$ cat src/kspr_regs.svh
// Register offsets, field positions, reset values and counts of the key-scan config bank.
// Assumes byte-wide registers at the printed offsets of the host register port.
`ifndef KSPR_REGS_SVH
`define KSPR_REGS_SVH

`define KSPR_ADDR_DEBOUNCE      8'h02
`define KSPR_ADDR_PORT_LEVELS   8'h04
`define KSPR_ADDR_REPEAT        8'h05
`define KSPR_ADDR_SLEEP         8'h06

`define KSPR_RST_DEBOUNCE       8'hFF
`define KSPR_RST_PORT_LEVELS    8'hFE
`define KSPR_RST_REPEAT         8'h00
`define KSPR_RST_SLEEP          8'h07
`define KSPR_RST_PORT_EN        6'h3F

`define KSPR_PORT_LEVELS_MASK   8'hFE
`define KSPR_SLEEP_MASK         8'h07
`define KSPR_IRQ_PIN_BIT        1
`define KSPR_REP_EN_BIT         7
`define KSPR_DELAY_STEP         8'h08
`define KSPR_RATE_STEP          8'h04
`define KSPR_SLEEP_MAX_MS       14'h2000
`define KSPR_SLEEP_MIN_MS       14'h0100

`endif

$ cat src/kspr_pkg.sv
// Types shared by the key-scan configuration bank.
// Assumes the constants header is included by the modules that need it.
package kspr_pkg;

    typedef enum logic [1:0] {
        KSPR_REP_IDLE,
        KSPR_REP_DELAY,
        KSPR_REP_RUN
    } kspr_rep_state_t;

    typedef struct packed {
        logic [7:0]      debounce;
        logic [7:0]      port_levels;
        logic [7:0]      repeat_cfg;
        logic [7:0]      sleep_cfg;
        logic [7:0]      rdata;
        logic [7:2]      port_en;
        logic [7:2]      port_oe;
        logic            irq_oe;
        kspr_rep_state_t rep_state;
        logic            repeat_event;
        logic            sleep;
    } kspr_state_t;

endpackage

$ cat src/kspr_tick_counter.sv
// Counts tick pulses and pulses its hit output when the programmed limit is reached.
// Assumes i_limit is at least one and stable while counting; a clear restarts from zero.
`timescale 1ns/1ps

module kspr_tick_counter #(
    parameter int W = 8
) (
    input  wire logic         i_clk,
    input  wire logic         i_rst,
    input  wire logic         i_clear,
    input  wire logic         i_tick,
    input  wire logic [W-1:0] i_limit,
    output logic              o_hit
);

    typedef struct packed {
        logic [W-1:0] cnt;
        logic         hit;
    } kspr_cnt_state_t;

    kspr_cnt_state_t st_q;
    kspr_cnt_state_t st_d;

    always_comb begin
        st_d     = st_q;
        st_d.hit = 1'b0;
        if (i_clear) begin
            st_d.cnt = '0;
        end else if (i_tick) begin
            if (st_q.cnt + W'(1) >= i_limit) begin
                st_d.cnt = '0;
                st_d.hit = 1'b1;
            end else begin
                st_d.cnt = st_q.cnt + W'(1);
            end
        end
    end

    always_ff @(posedge i_clk) begin
        if (i_rst) begin
            st_q <= '0;
        end else begin
            st_q <= st_d;
        end
    end

    assign o_hit = st_q.hit;

endmodule

$ cat src/kspr_config_bank.sv
// Key-scan configuration bank: port output levels, autorepeat timing and autosleep timeout.
// Assumes a byte register port driven by the serial-interface front end, a one-cycle pulse
// per debounce cycle and per millisecond, and the key scanner reporting held keys and activity.
//
// Notes on behaviour
// - Port bits 7..2 low pull column ports enabled as outputs low; high releases them; reset one.
// - Port bit 1 drives the interrupt pin low when used as output; resets one.
// - Repeat only when bit 7 set; first repeat after (delay+1)*8 debounce cycles.
// - Repeat interval is (rate+1)*4 debounce cycles while repeat is enabled.
// - Debounce bits 7:5 give output-port count, counted downward from port 7.
`timescale 1ns/1ps
`include "kspr_regs.svh"

module kspr_config_bank
    import kspr_pkg::*;
(
    input  wire logic       i_clk,
    input  wire logic       i_rst,
    input  wire logic       i_wr_en,
    input  wire logic       i_rd_en,
    input  wire logic [7:0] i_addr,
    input  wire logic [7:0] i_wdata,
    output logic      [7:0] o_rdata,
    input  wire logic       i_debounce_tick,
    input  wire logic       i_ms_tick,
    input  wire logic       i_key_held,
    input  wire logic       i_key_activity,
    input  wire logic       i_irq_pin_gpo_mode,
    input  wire logic       i_irq_pin_assert,
    output logic      [4:0] o_debounce_time,
    output logic      [7:2] o_general_output_port_en,
    output logic      [7:2] o_general_output_port_out,
    output logic      [7:2] o_general_output_port_oe,
    output logic            o_key_event_irq_pin_out,
    output logic            o_key_event_irq_pin_oe,
    output logic            o_repeat_event,
    output logic            o_sleep
);

    // All register state except the timer counts and the pin-level flops lives in one packed struct. The next value is built in a single
    // combinational process and registered in a single clocked process, so every output
    // of this module comes straight from a flip-flop.
    kspr_state_t st_q;
    kspr_state_t st_d;

    // Hit pulses of the two tick counters, one cycle after the completing tick.
    logic        rep_hit;
    logic        sleep_hit;
    logic        rep_clear;
    logic        sleep_clear;
    logic [7:0]  rep_limit;
    logic [13:0] sleep_limit;

    // Column p is a general output when the enabled count reaches 8 - p.
    function automatic logic gpo_enabled(input logic [2:0] code, input int p);
        logic [2:0] count;
        count = (code[2] && code[1]) ? 3'h6 : code;
        return (int'(count) >= (8 - p));
    endfunction

    // Codes above five saturate at the shortest timeout.
    function automatic logic [13:0] sleep_ms(input logic [2:0] code);
        logic [2:0] c;
        c = (code > 3'h5) ? 3'h6 : code;
        return (c == 3'h0) ? 14'h0000 : (`KSPR_SLEEP_MAX_MS >> (c - 3'h1));
    endfunction

    always_comb begin
        st_d              = st_q;
        st_d.repeat_event = 1'b0;

        // Writes to unmapped offsets are dropped without any side effect.
        // Reserved bits are masked on the way in so that they always read back as zero.
        if (i_wr_en) begin
            case (i_addr)
                `KSPR_ADDR_DEBOUNCE:    st_d.debounce    = i_wdata;
                `KSPR_ADDR_PORT_LEVELS: st_d.port_levels = i_wdata & `KSPR_PORT_LEVELS_MASK;
                `KSPR_ADDR_REPEAT:      st_d.repeat_cfg  = i_wdata;
                `KSPR_ADDR_SLEEP:       st_d.sleep_cfg   = i_wdata & `KSPR_SLEEP_MASK;
                default: ;
            endcase
        end

        // Reads return the value held before any write in the same cycle.
        if (i_rd_en) begin
            case (i_addr)
                `KSPR_ADDR_DEBOUNCE:    st_d.rdata = st_q.debounce;
                `KSPR_ADDR_PORT_LEVELS: st_d.rdata = st_q.port_levels;
                `KSPR_ADDR_REPEAT:      st_d.rdata = st_q.repeat_cfg;
                `KSPR_ADDR_SLEEP:       st_d.rdata = st_q.sleep_cfg;
                default:                st_d.rdata = 8'h00;
            endcase
        end

        // The enables and drives are worked out from the next register values, so the pins
        // move on the same edge as the register that controls them.
        // A column that is still scanned keys is never pulled low from here, whatever its
        // level bit holds; that keeps a stale level bit from fighting the key scanner.
        for (int p = 2; p <= 7; p++) begin
            st_d.port_en[p] = gpo_enabled(st_d.debounce[7:5], p);
            st_d.port_oe[p] = gpo_enabled(st_d.debounce[7:5], p)
                              && !st_d.port_levels[p];
        end

        // Outside output mode the interrupt logic owns the pin.
        st_d.irq_oe = i_irq_pin_gpo_mode ? !st_d.port_levels[`KSPR_IRQ_PIN_BIT]
                                         : i_irq_pin_assert;

        // Autorepeat walks idle, initial delay, then steady repeat. Releasing the key or
        // clearing the enable bit drops back to idle and restarts the timer, so a new press
        // always waits the full initial delay again.
        // The tick that arrives in the cycle of entry is lost; the delay is therefore at
        // most one debounce cycle longer than programmed, never shorter.
        case (st_q.rep_state)
            KSPR_REP_IDLE: begin
                if (rep_clear == 1'b0) begin
                    st_d.rep_state = KSPR_REP_DELAY;
                end
            end
            KSPR_REP_DELAY, KSPR_REP_RUN: begin
                if (rep_clear) begin
                    st_d.rep_state = KSPR_REP_IDLE;
                end else if (rep_hit) begin
                    st_d.repeat_event = 1'b1;
                    st_d.rep_state    = KSPR_REP_RUN;
                end
            end
            default: st_d.rep_state = KSPR_REP_IDLE;
        endcase

        // Activity wins over a timeout that completes in the same cycle: a key that is
        // being touched must never be put to sleep.
        if (i_key_activity || sleep_ms(st_q.sleep_cfg[2:0]) == 14'h0000) begin
            st_d.sleep = 1'b0;
        end else if (sleep_hit) begin
            st_d.sleep = 1'b1;
        end
    end

    always_comb begin
        rep_clear = !(i_key_held && st_q.repeat_cfg[`KSPR_REP_EN_BIT]);
        if (st_q.rep_state == KSPR_REP_RUN) begin
            rep_limit = (8'(st_q.repeat_cfg[6:4]) + 8'h01) * `KSPR_RATE_STEP;
        end else begin
            rep_limit = (8'(st_q.repeat_cfg[3:0]) + 8'h01) * `KSPR_DELAY_STEP;
        end
        // The sleep timer is held in clear while asleep, while disabled and whenever the
        // timeout register is written, so a new code always starts a fresh count.
        sleep_limit = sleep_ms(st_q.sleep_cfg[2:0]);
        sleep_clear = i_key_activity || st_q.sleep || (sleep_limit == 14'h0000)
                      || (i_wr_en && i_addr == `KSPR_ADDR_SLEEP);
    end

    // The repeat timer counts debounce ticks up to at most 128, so eight bits suffice.
    kspr_tick_counter #(.W(8)) u_repeat_timer (
        .i_clk   (i_clk),
        .i_rst   (i_rst),
        .i_clear (rep_clear || st_q.rep_state == KSPR_REP_IDLE),
        .i_tick  (i_debounce_tick),
        .i_limit (rep_limit),
        .o_hit   (rep_hit)
    );

    // The sleep timer counts millisecond ticks up to 8192, which needs fourteen bits.
    kspr_tick_counter #(.W(14)) u_sleep_timer (
        .i_clk   (i_clk),
        .i_rst   (i_rst),
        .i_clear (sleep_clear),
        .i_tick  (i_ms_tick),
        .i_limit (sleep_limit),
        .o_hit   (sleep_hit)
    );

    always_ff @(posedge i_clk) begin
        if (i_rst) begin
            st_q             <= '0;
            st_q.debounce    <= `KSPR_RST_DEBOUNCE;
            st_q.port_levels <= `KSPR_RST_PORT_LEVELS;
            st_q.repeat_cfg  <= `KSPR_RST_REPEAT;
            st_q.sleep_cfg   <= `KSPR_RST_SLEEP;
            st_q.port_en     <= `KSPR_RST_PORT_EN;
            st_q.rep_state   <= KSPR_REP_IDLE;
        end else begin
            st_q <= st_d;
        end
    end

    // Open-drain: the level is always low, only the enable moves.
    always_ff @(posedge i_clk) begin
        o_general_output_port_out <= 6'h00;
        o_key_event_irq_pin_out   <= 1'b0;
    end

    assign o_rdata                  = st_q.rdata;
    assign o_debounce_time          = st_q.debounce[4:0];
    assign o_general_output_port_oe = st_q.port_oe;
    assign o_key_event_irq_pin_oe   = st_q.irq_oe;
    assign o_repeat_event           = st_q.repeat_event;
    assign o_sleep                  = st_q.sleep;

    // The enable map is registered like every other output, so the pin multiplexers
    // outside see no decode glitches when the debounce register is rewritten.
    assign o_general_output_port_en = st_q.port_en;

endmodule

$ cat config.mk
export PLATFORM = sky130hd
export DESIGN_NAME = kspr_config_bank
export DESIGN_NICKNAME = d
export VERILOG_FILES = /design/src/kspr_pkg.sv /design/src/kspr_tick_counter.sv /design/src/kspr_config_bank.sv
export VERILOG_INCLUDE_DIRS = /design/src /design/src/src
export SDC_FILE = /design/constraint.sdc
export NUM_CORES = 1
export LEC_CHECK = 0
export ABC_AREA = 1
export BUFFER_PORTS_ARGS = -buffer_cell sky130_fd_sc_hd__buf_4
export CAP_MARGIN = 20
export CELL_PAD_IN_SITES_DETAIL_PLACEMENT = 0
export CELL_PAD_IN_SITES_GLOBAL_PLACEMENT = 1
export CORE_MARGIN = 2
export CORE_UTILIZATION = 44
export DETAILED_ROUTE_END_ITERATION = 6
export PLACE_DENSITY_LB_ADDON = 0.1
export SYNTH_ARGS = -nofsm -noshare
export SYNTH_HDL_FRONTEND = slang
export SYNTH_SLANG_ARGS = --single-unit
$ cat constraint.sdc
create_clock -name i_clk -period 3.14 [get_ports i_clk]
set_input_delay 0.628 -clock i_clk [delete_from_list [all_inputs] [get_ports i_clk]]
set_output_delay 0.628 -clock i_clk [all_outputs]
set_load 0.02 [all_outputs]
# Yosys cells after proc, flatten, opt, wreduce, memory -nomap -nowiden
# Index checks and enable logic that the tools add are counted.
# totals
reg_bits	75
input_bits	26
out_inout_bits	35
word_cells	98
# classes
addsub	5
n_lt_le_gt_ge	9
n_eq_ne	8
shifts	1
n_mux	19
n_bitwise	4
n_reduce_logical	36
# op_table
cell	count
$mux 8	5
$mux 32	1
$pmux 8 s4	1
$mux 14	2
$eq 8x3->1 const B	3
$add 14x1->14 const B	1
$ge 14x14->1	1
$logic_not 14->1	1
$shr 14x3->14 const A	1
$mux 3	4
$ge 3x3->1 const B	3
$logic_and 1x1->1	9
$reduce_or 3->1	3
$add 8x1->8 const B	1
$eq 8x2->1 const B	1
$ge 8x8->1	1
$logic_not 1->1	8
$reduce_and 2->1	4
$reduce_or 2->1	4
$ge 3x2->1 const B	2
$add 4x1->5 const B	1
$logic_or 1x1->1	5
$add 3x1->4 const B	1
$mux 2	2
12 further kinds	17

# Depth between registers and ports, before layout
# depth
ltp_word	9
depth_mapped	15
depth_no_buf	15

# Cells and area by module
# A second synthesis with hierarchy kept.
# unflattened
cells_unflattened	658
hier_area_um2	4584.4
# by_module_without_submodules
mod	instances	cells_per_inst	area_each_um2	seq_area_each_um2
kspr_config_bank	1	348	2524.9	1021.0
kspr_tick_counter (u_sleep_timer)	1	208	1352.5	300.3
kspr_tick_counter (u_repeat_timer)	1	102	706.9	180.2

# Worst setup path after synthesis
# No wires, ideal clock.
# synth_timing
path_kind	register -> register
startpoint	reg u_sleep_timer.st_q[1] (netlist bit)
endpoint	reg u_sleep_timer.st_q[11] (netlist bit)
setup_time_ns	0.072
t_arrival_ns	2.082
required_time_ns	3.068
path_slack_ns	0.987
path_stages_with_launch	15
n_path_buf	0
period_less_slack_ns	2.153
cell_sequence	dfxtp_1 ha_1 nand2_1 nor2_4 nand3_1 nand2_1 nand2_1 ha_1 nand2_1 inv_1 nand2_1 nand3_1 nor2_1 nand3_1 a21oi_1
# synth_via
elab_chain_len	3
# synth_lines
element	line	source
start: declaration	kspr_tick_counter.sv:21	kspr_cnt_state_t st_q;
start signal: assignment	kspr_tick_counter.sv:43	st_q <= st_d;
$add 14x1->14 *	kspr_tick_counter.sv:30, kspr_tick_counter.sv:34	
$ge 14x14->1	kspr_tick_counter.sv:30	if (st_q.cnt + W'(1) >= i_limit) begin
$mux 14 *	kspr_tick_counter.sv:30	
# Mark *: on every way between the ends. The rest lies on a longest branch, timed or not.
# A chain may end at the register's enable or synchronous reset.

# Worst setup path after layout
# layout_timing
startpoint	reg u_sleep_timer.st_q[1] (netlist bit)
endpoint	reg u_sleep_timer.st_q[13] (netlist bit)
# Same word-level chain as after synthesis.

==> results_dict.tcl <==
set metrics [dict create \
    root_buffer "clkbuf_8" \
    relSlewSlack 0.552 \
    cts_max_path_buffers 2 \
    min_period_ns 2.72 \
    synth_top_family_by_area "simple AND/OR/NAND/NOR gates" \
    max_freq_mhz 368 \
    cts_setup_buffers 0 \
    power.switching_w 0.000472 \
    ctsHoldBuffers 0 \
    instances_no_fill 718 \
    clock-sinks 75 \
    grt_pass1_vias 3183 \
    ys.warnings.count 0 \
    synth-seq-area-share 0.363 \
    diodes 0 \
    period_share 0.866 \
    dieHeight_um 101 \
    h-tree-depth 3 \
    initial_core_util 0.449 \
    grt_pass1_wl_um 14900 \
    maxSlewViolCount 0 \
    crit_path_max_fanout 9 \
    drt_iter0_markers 128 \
    syn-instance-count 572 \
    clkPwrFrac 0.426 \
    min_path_type "flip-flop to flip-flop" \
    pre_cts_slack_ns 0.443 \
    routed_wl_um 9090 \
    synth_edf_count 0 \
    p_per_area_nw_per_um2 402 \
    rsz0062_at_grt "no" \
    die_w_um 101 \
    antenna_found_initial 0 \
    setup_ws_ns 0.420 \
    grt_usage 0.185 \
    muxShareOfSynthArea 0 \
    synth_seq_cells 75 \
    n_fill_cell 944 \
    maxCapViolCount 0 \
    fin_skew_ns 0.0155 \
    async_reset_ff_frac 0 \
    setup_viol 0 \
    synth_flop_cell "dfxtp_1" \
    finalPower_w 0.00186 \
    synthXorXnorAreaFrac 0.0233 \
    gp_congestion 0.814 \
    pwr-share-seq 0.515 \
    nets 651 \
    combPwrFrac 0.060 \
    grt_overflow 0 \
    hold_violations 0 \
    core_area_um2 9200 \
    synth_compound_area_frac 0.108 \
    netSwitchingFraction 0.254 \
    crit_start "u_sleep_timer.st_q[1]$_SDFFE_PP0P_" \
    path_clk_slew_ns 0.09 \
    cts_tree "built" \
    yosys.area_share.adder 0.0697 \
    setup_tns_ns 0 \
    port_buffers 53 \
    postSynthAreaPerCell_um2 7.22 \
    drtAntennaViolNets 0 \
    avgRoutedWirePerCell_um 12.7 \
    netlist_area_um2 4130 \
    grt_max_degree 26 \
    irDropWorstVdd_mv 0.179 \
    insertion_delay_ns 0.35 \
    status "complete, no violations" \
    power.internal_w 0.00139 \
    drive_gt1_frac 0.168 \
    routed_via_density 4.91 \
    crit_type "flip-flop to flip-flop" \
    ys_types 41 \
    post_cts_resized 0 \
    vias 3525 \
    cp.arrival_ns 3.00 \
    endpoint_kind "flip-flop" \
    drtPass1Iterations 5 \
    placedCellCount 702 \
    critical_path_required_ns 3.42 \
    die_area_um2 10200 \
    ios 61 \
    area_growth_pct 12.0 \
    worstReg2RegStart "u_sleep_timer.st_q[1]$_SDFFE_PP0P_" \
    synth-simple-area-share 0.310 \
    holdCritStartpoint "u_sleep_timer.o_hit$_SDFF_PP0_" \
    drc 0 \
    start_kind "flip-flop" \
    row_count 35 \
    cts_buffers 9 \
    tightest_slew_ns 0.669 \
    p_leak_nw 2.10 \
    dp_hpwl_um 6870 \
]
-- placed cells by master, fill, tap and decap left out, types with 3 or more instances in the layout --
cell        n
a21oi_1    43
buf_4      54
clkbuf_8   10
conb_1      9
dfxtp_1    75
ha_1       23
inv_1      48
inv_2       9
nand2_1   151
nand2_2     6
nand3_1    49
nand3b_1    3
nand4_1     6
nor2_1     45
nor2_4      5
nor3_1      7
o211ai_1    8
o21ai_0    13
o21ai_1     4
xnor2_1     5
xor2_1      6
-- per-stage QoR --
stage	hold WS, ns	utilization	instance area (µm²)
floorplan	0.425	-	4160
global placement	0.440	0.480	4420
detailed placement	0.446	0.480	4420
CTS	0.466	0.503	4630
global route	0.498	0.503	4630
finish	0.457	0.503	4630
-- per-layer routing --
metal  track usage  part of all wire  up-vias  wire, µm
met3        0.0368             0.039        6       352
met5             0                 0        -         0
li1              -                 -     1867         -
met1         0.266              0.51     1580      4650
met2         0.282              0.44       72      4010
met4        0.0489            0.0085        0        77
-- cells in the mapped netlist (3+ instances only) --
master	n	area share
o21ai_0	13	0.016
o211ai_1	8	0.015
dfxtp_1	75	0.36
nand3_1	49	0.059
xnor2_1	5	0.011
nor3_1	7	0.0085
a21oi_1	43	0.052
inv_1	48	0.044
nand2_2	6	0.0091
clkbuf_1	5	0.0045
nor2_4	5	0.014
nor2_1	45	0.041
nand2_1	151	0.14
inv_2	9	0.0082
nand4_1	6	0.0091
nand3b_1	3	0.0055
xor2_1	6	0.013
buf_4	33	0.060
o21ai_1	4	0.0048
ha_1	23	0.070
-- worst paths after layout --
check | to | slack, ns | cells after the start
setup / recovery | u_sleep_timer.st_q[13]$_SDFFE_PP0P_ | 0.42 | 13
hold / removal | o_sleep$_SDFFE_PP0P_ | 0.46 | 2
setup reg to reg | u_sleep_timer.st_q[13]$_SDFFE_PP0P_ | 0.42 | 13
hold reg to reg | o_sleep$_SDFFE_PP0P_ | 0.46 | 2
-- critical path: stages, from the launching register on --
cell and delay (ns):
dfxtp_1 0.40, nand3_1 0.13, nor2_1 0.40, nand3_1 0.12, nand2_1 0.09, nand2_1 0.07
ha_1 0.32, nand2_1 0.09, nor2_1 0.06, nand2_1 0.05, nand3_1 0.07, nor2_1 0.54
nand3_1 0.16, a21oi_1 0.15
-- registers in the layout, indices dropped and copies added (netlist names) --
signal                    flops
o_debounce_time               5
o_general_output_port_en      6
o_general_output_port_oe      6
o_key_event_irq_pin_oe        1
o_rdata                       8
o_repeat_event                1
o_sleep                       1
st_q                         23
u_repeat_timer.o_hit          1
u_repeat_timer.st_q           8
u_sleep_timer.o_hit           1
u_sleep_timer.st_q           14
-- kinds of logic (layout without fill, tap and decap cells) --
| group | count (synthesis) | in the layout |
|---|---|---|
| xor+xnor | 11 | 11 |
| buf+inv | 102 | 130 |
| compound gates | 78 | 78 |
| other cells | 2 | 9 |
| flops | 75 | 75 |
| fa+ha+maj | 23 | 23 |
| simple gates | 281 | 281 |
-- power groups by stage --
stage	combinational [W]	sequential, W	clock (W)
floorplan	0.0000710	0.000979	0
global placement	0.000111	0.000978	0
detailed placement	0.000111	0.000978	0
CTS	0.000111	0.000956	0.000817
global route	0.000123	0.000957	0.000849
finish	0.000111	0.000956	0.000791
-- area by class of cell --
class                           instances  area [µm²]  area share
Clock buffer                           10         138      0.0298
Clock inverter                          6        71.3      0.0154
Inverter                               60         226      0.0490
Multi-Input combinational cell        402        2140       0.464
Sequential cell                        75        1500       0.325
Tap cell                              111         139      0.0300
Timing Repair Buffer                   54         405      0.0876
No activity file was read; power rests on OpenSTA's default activity.
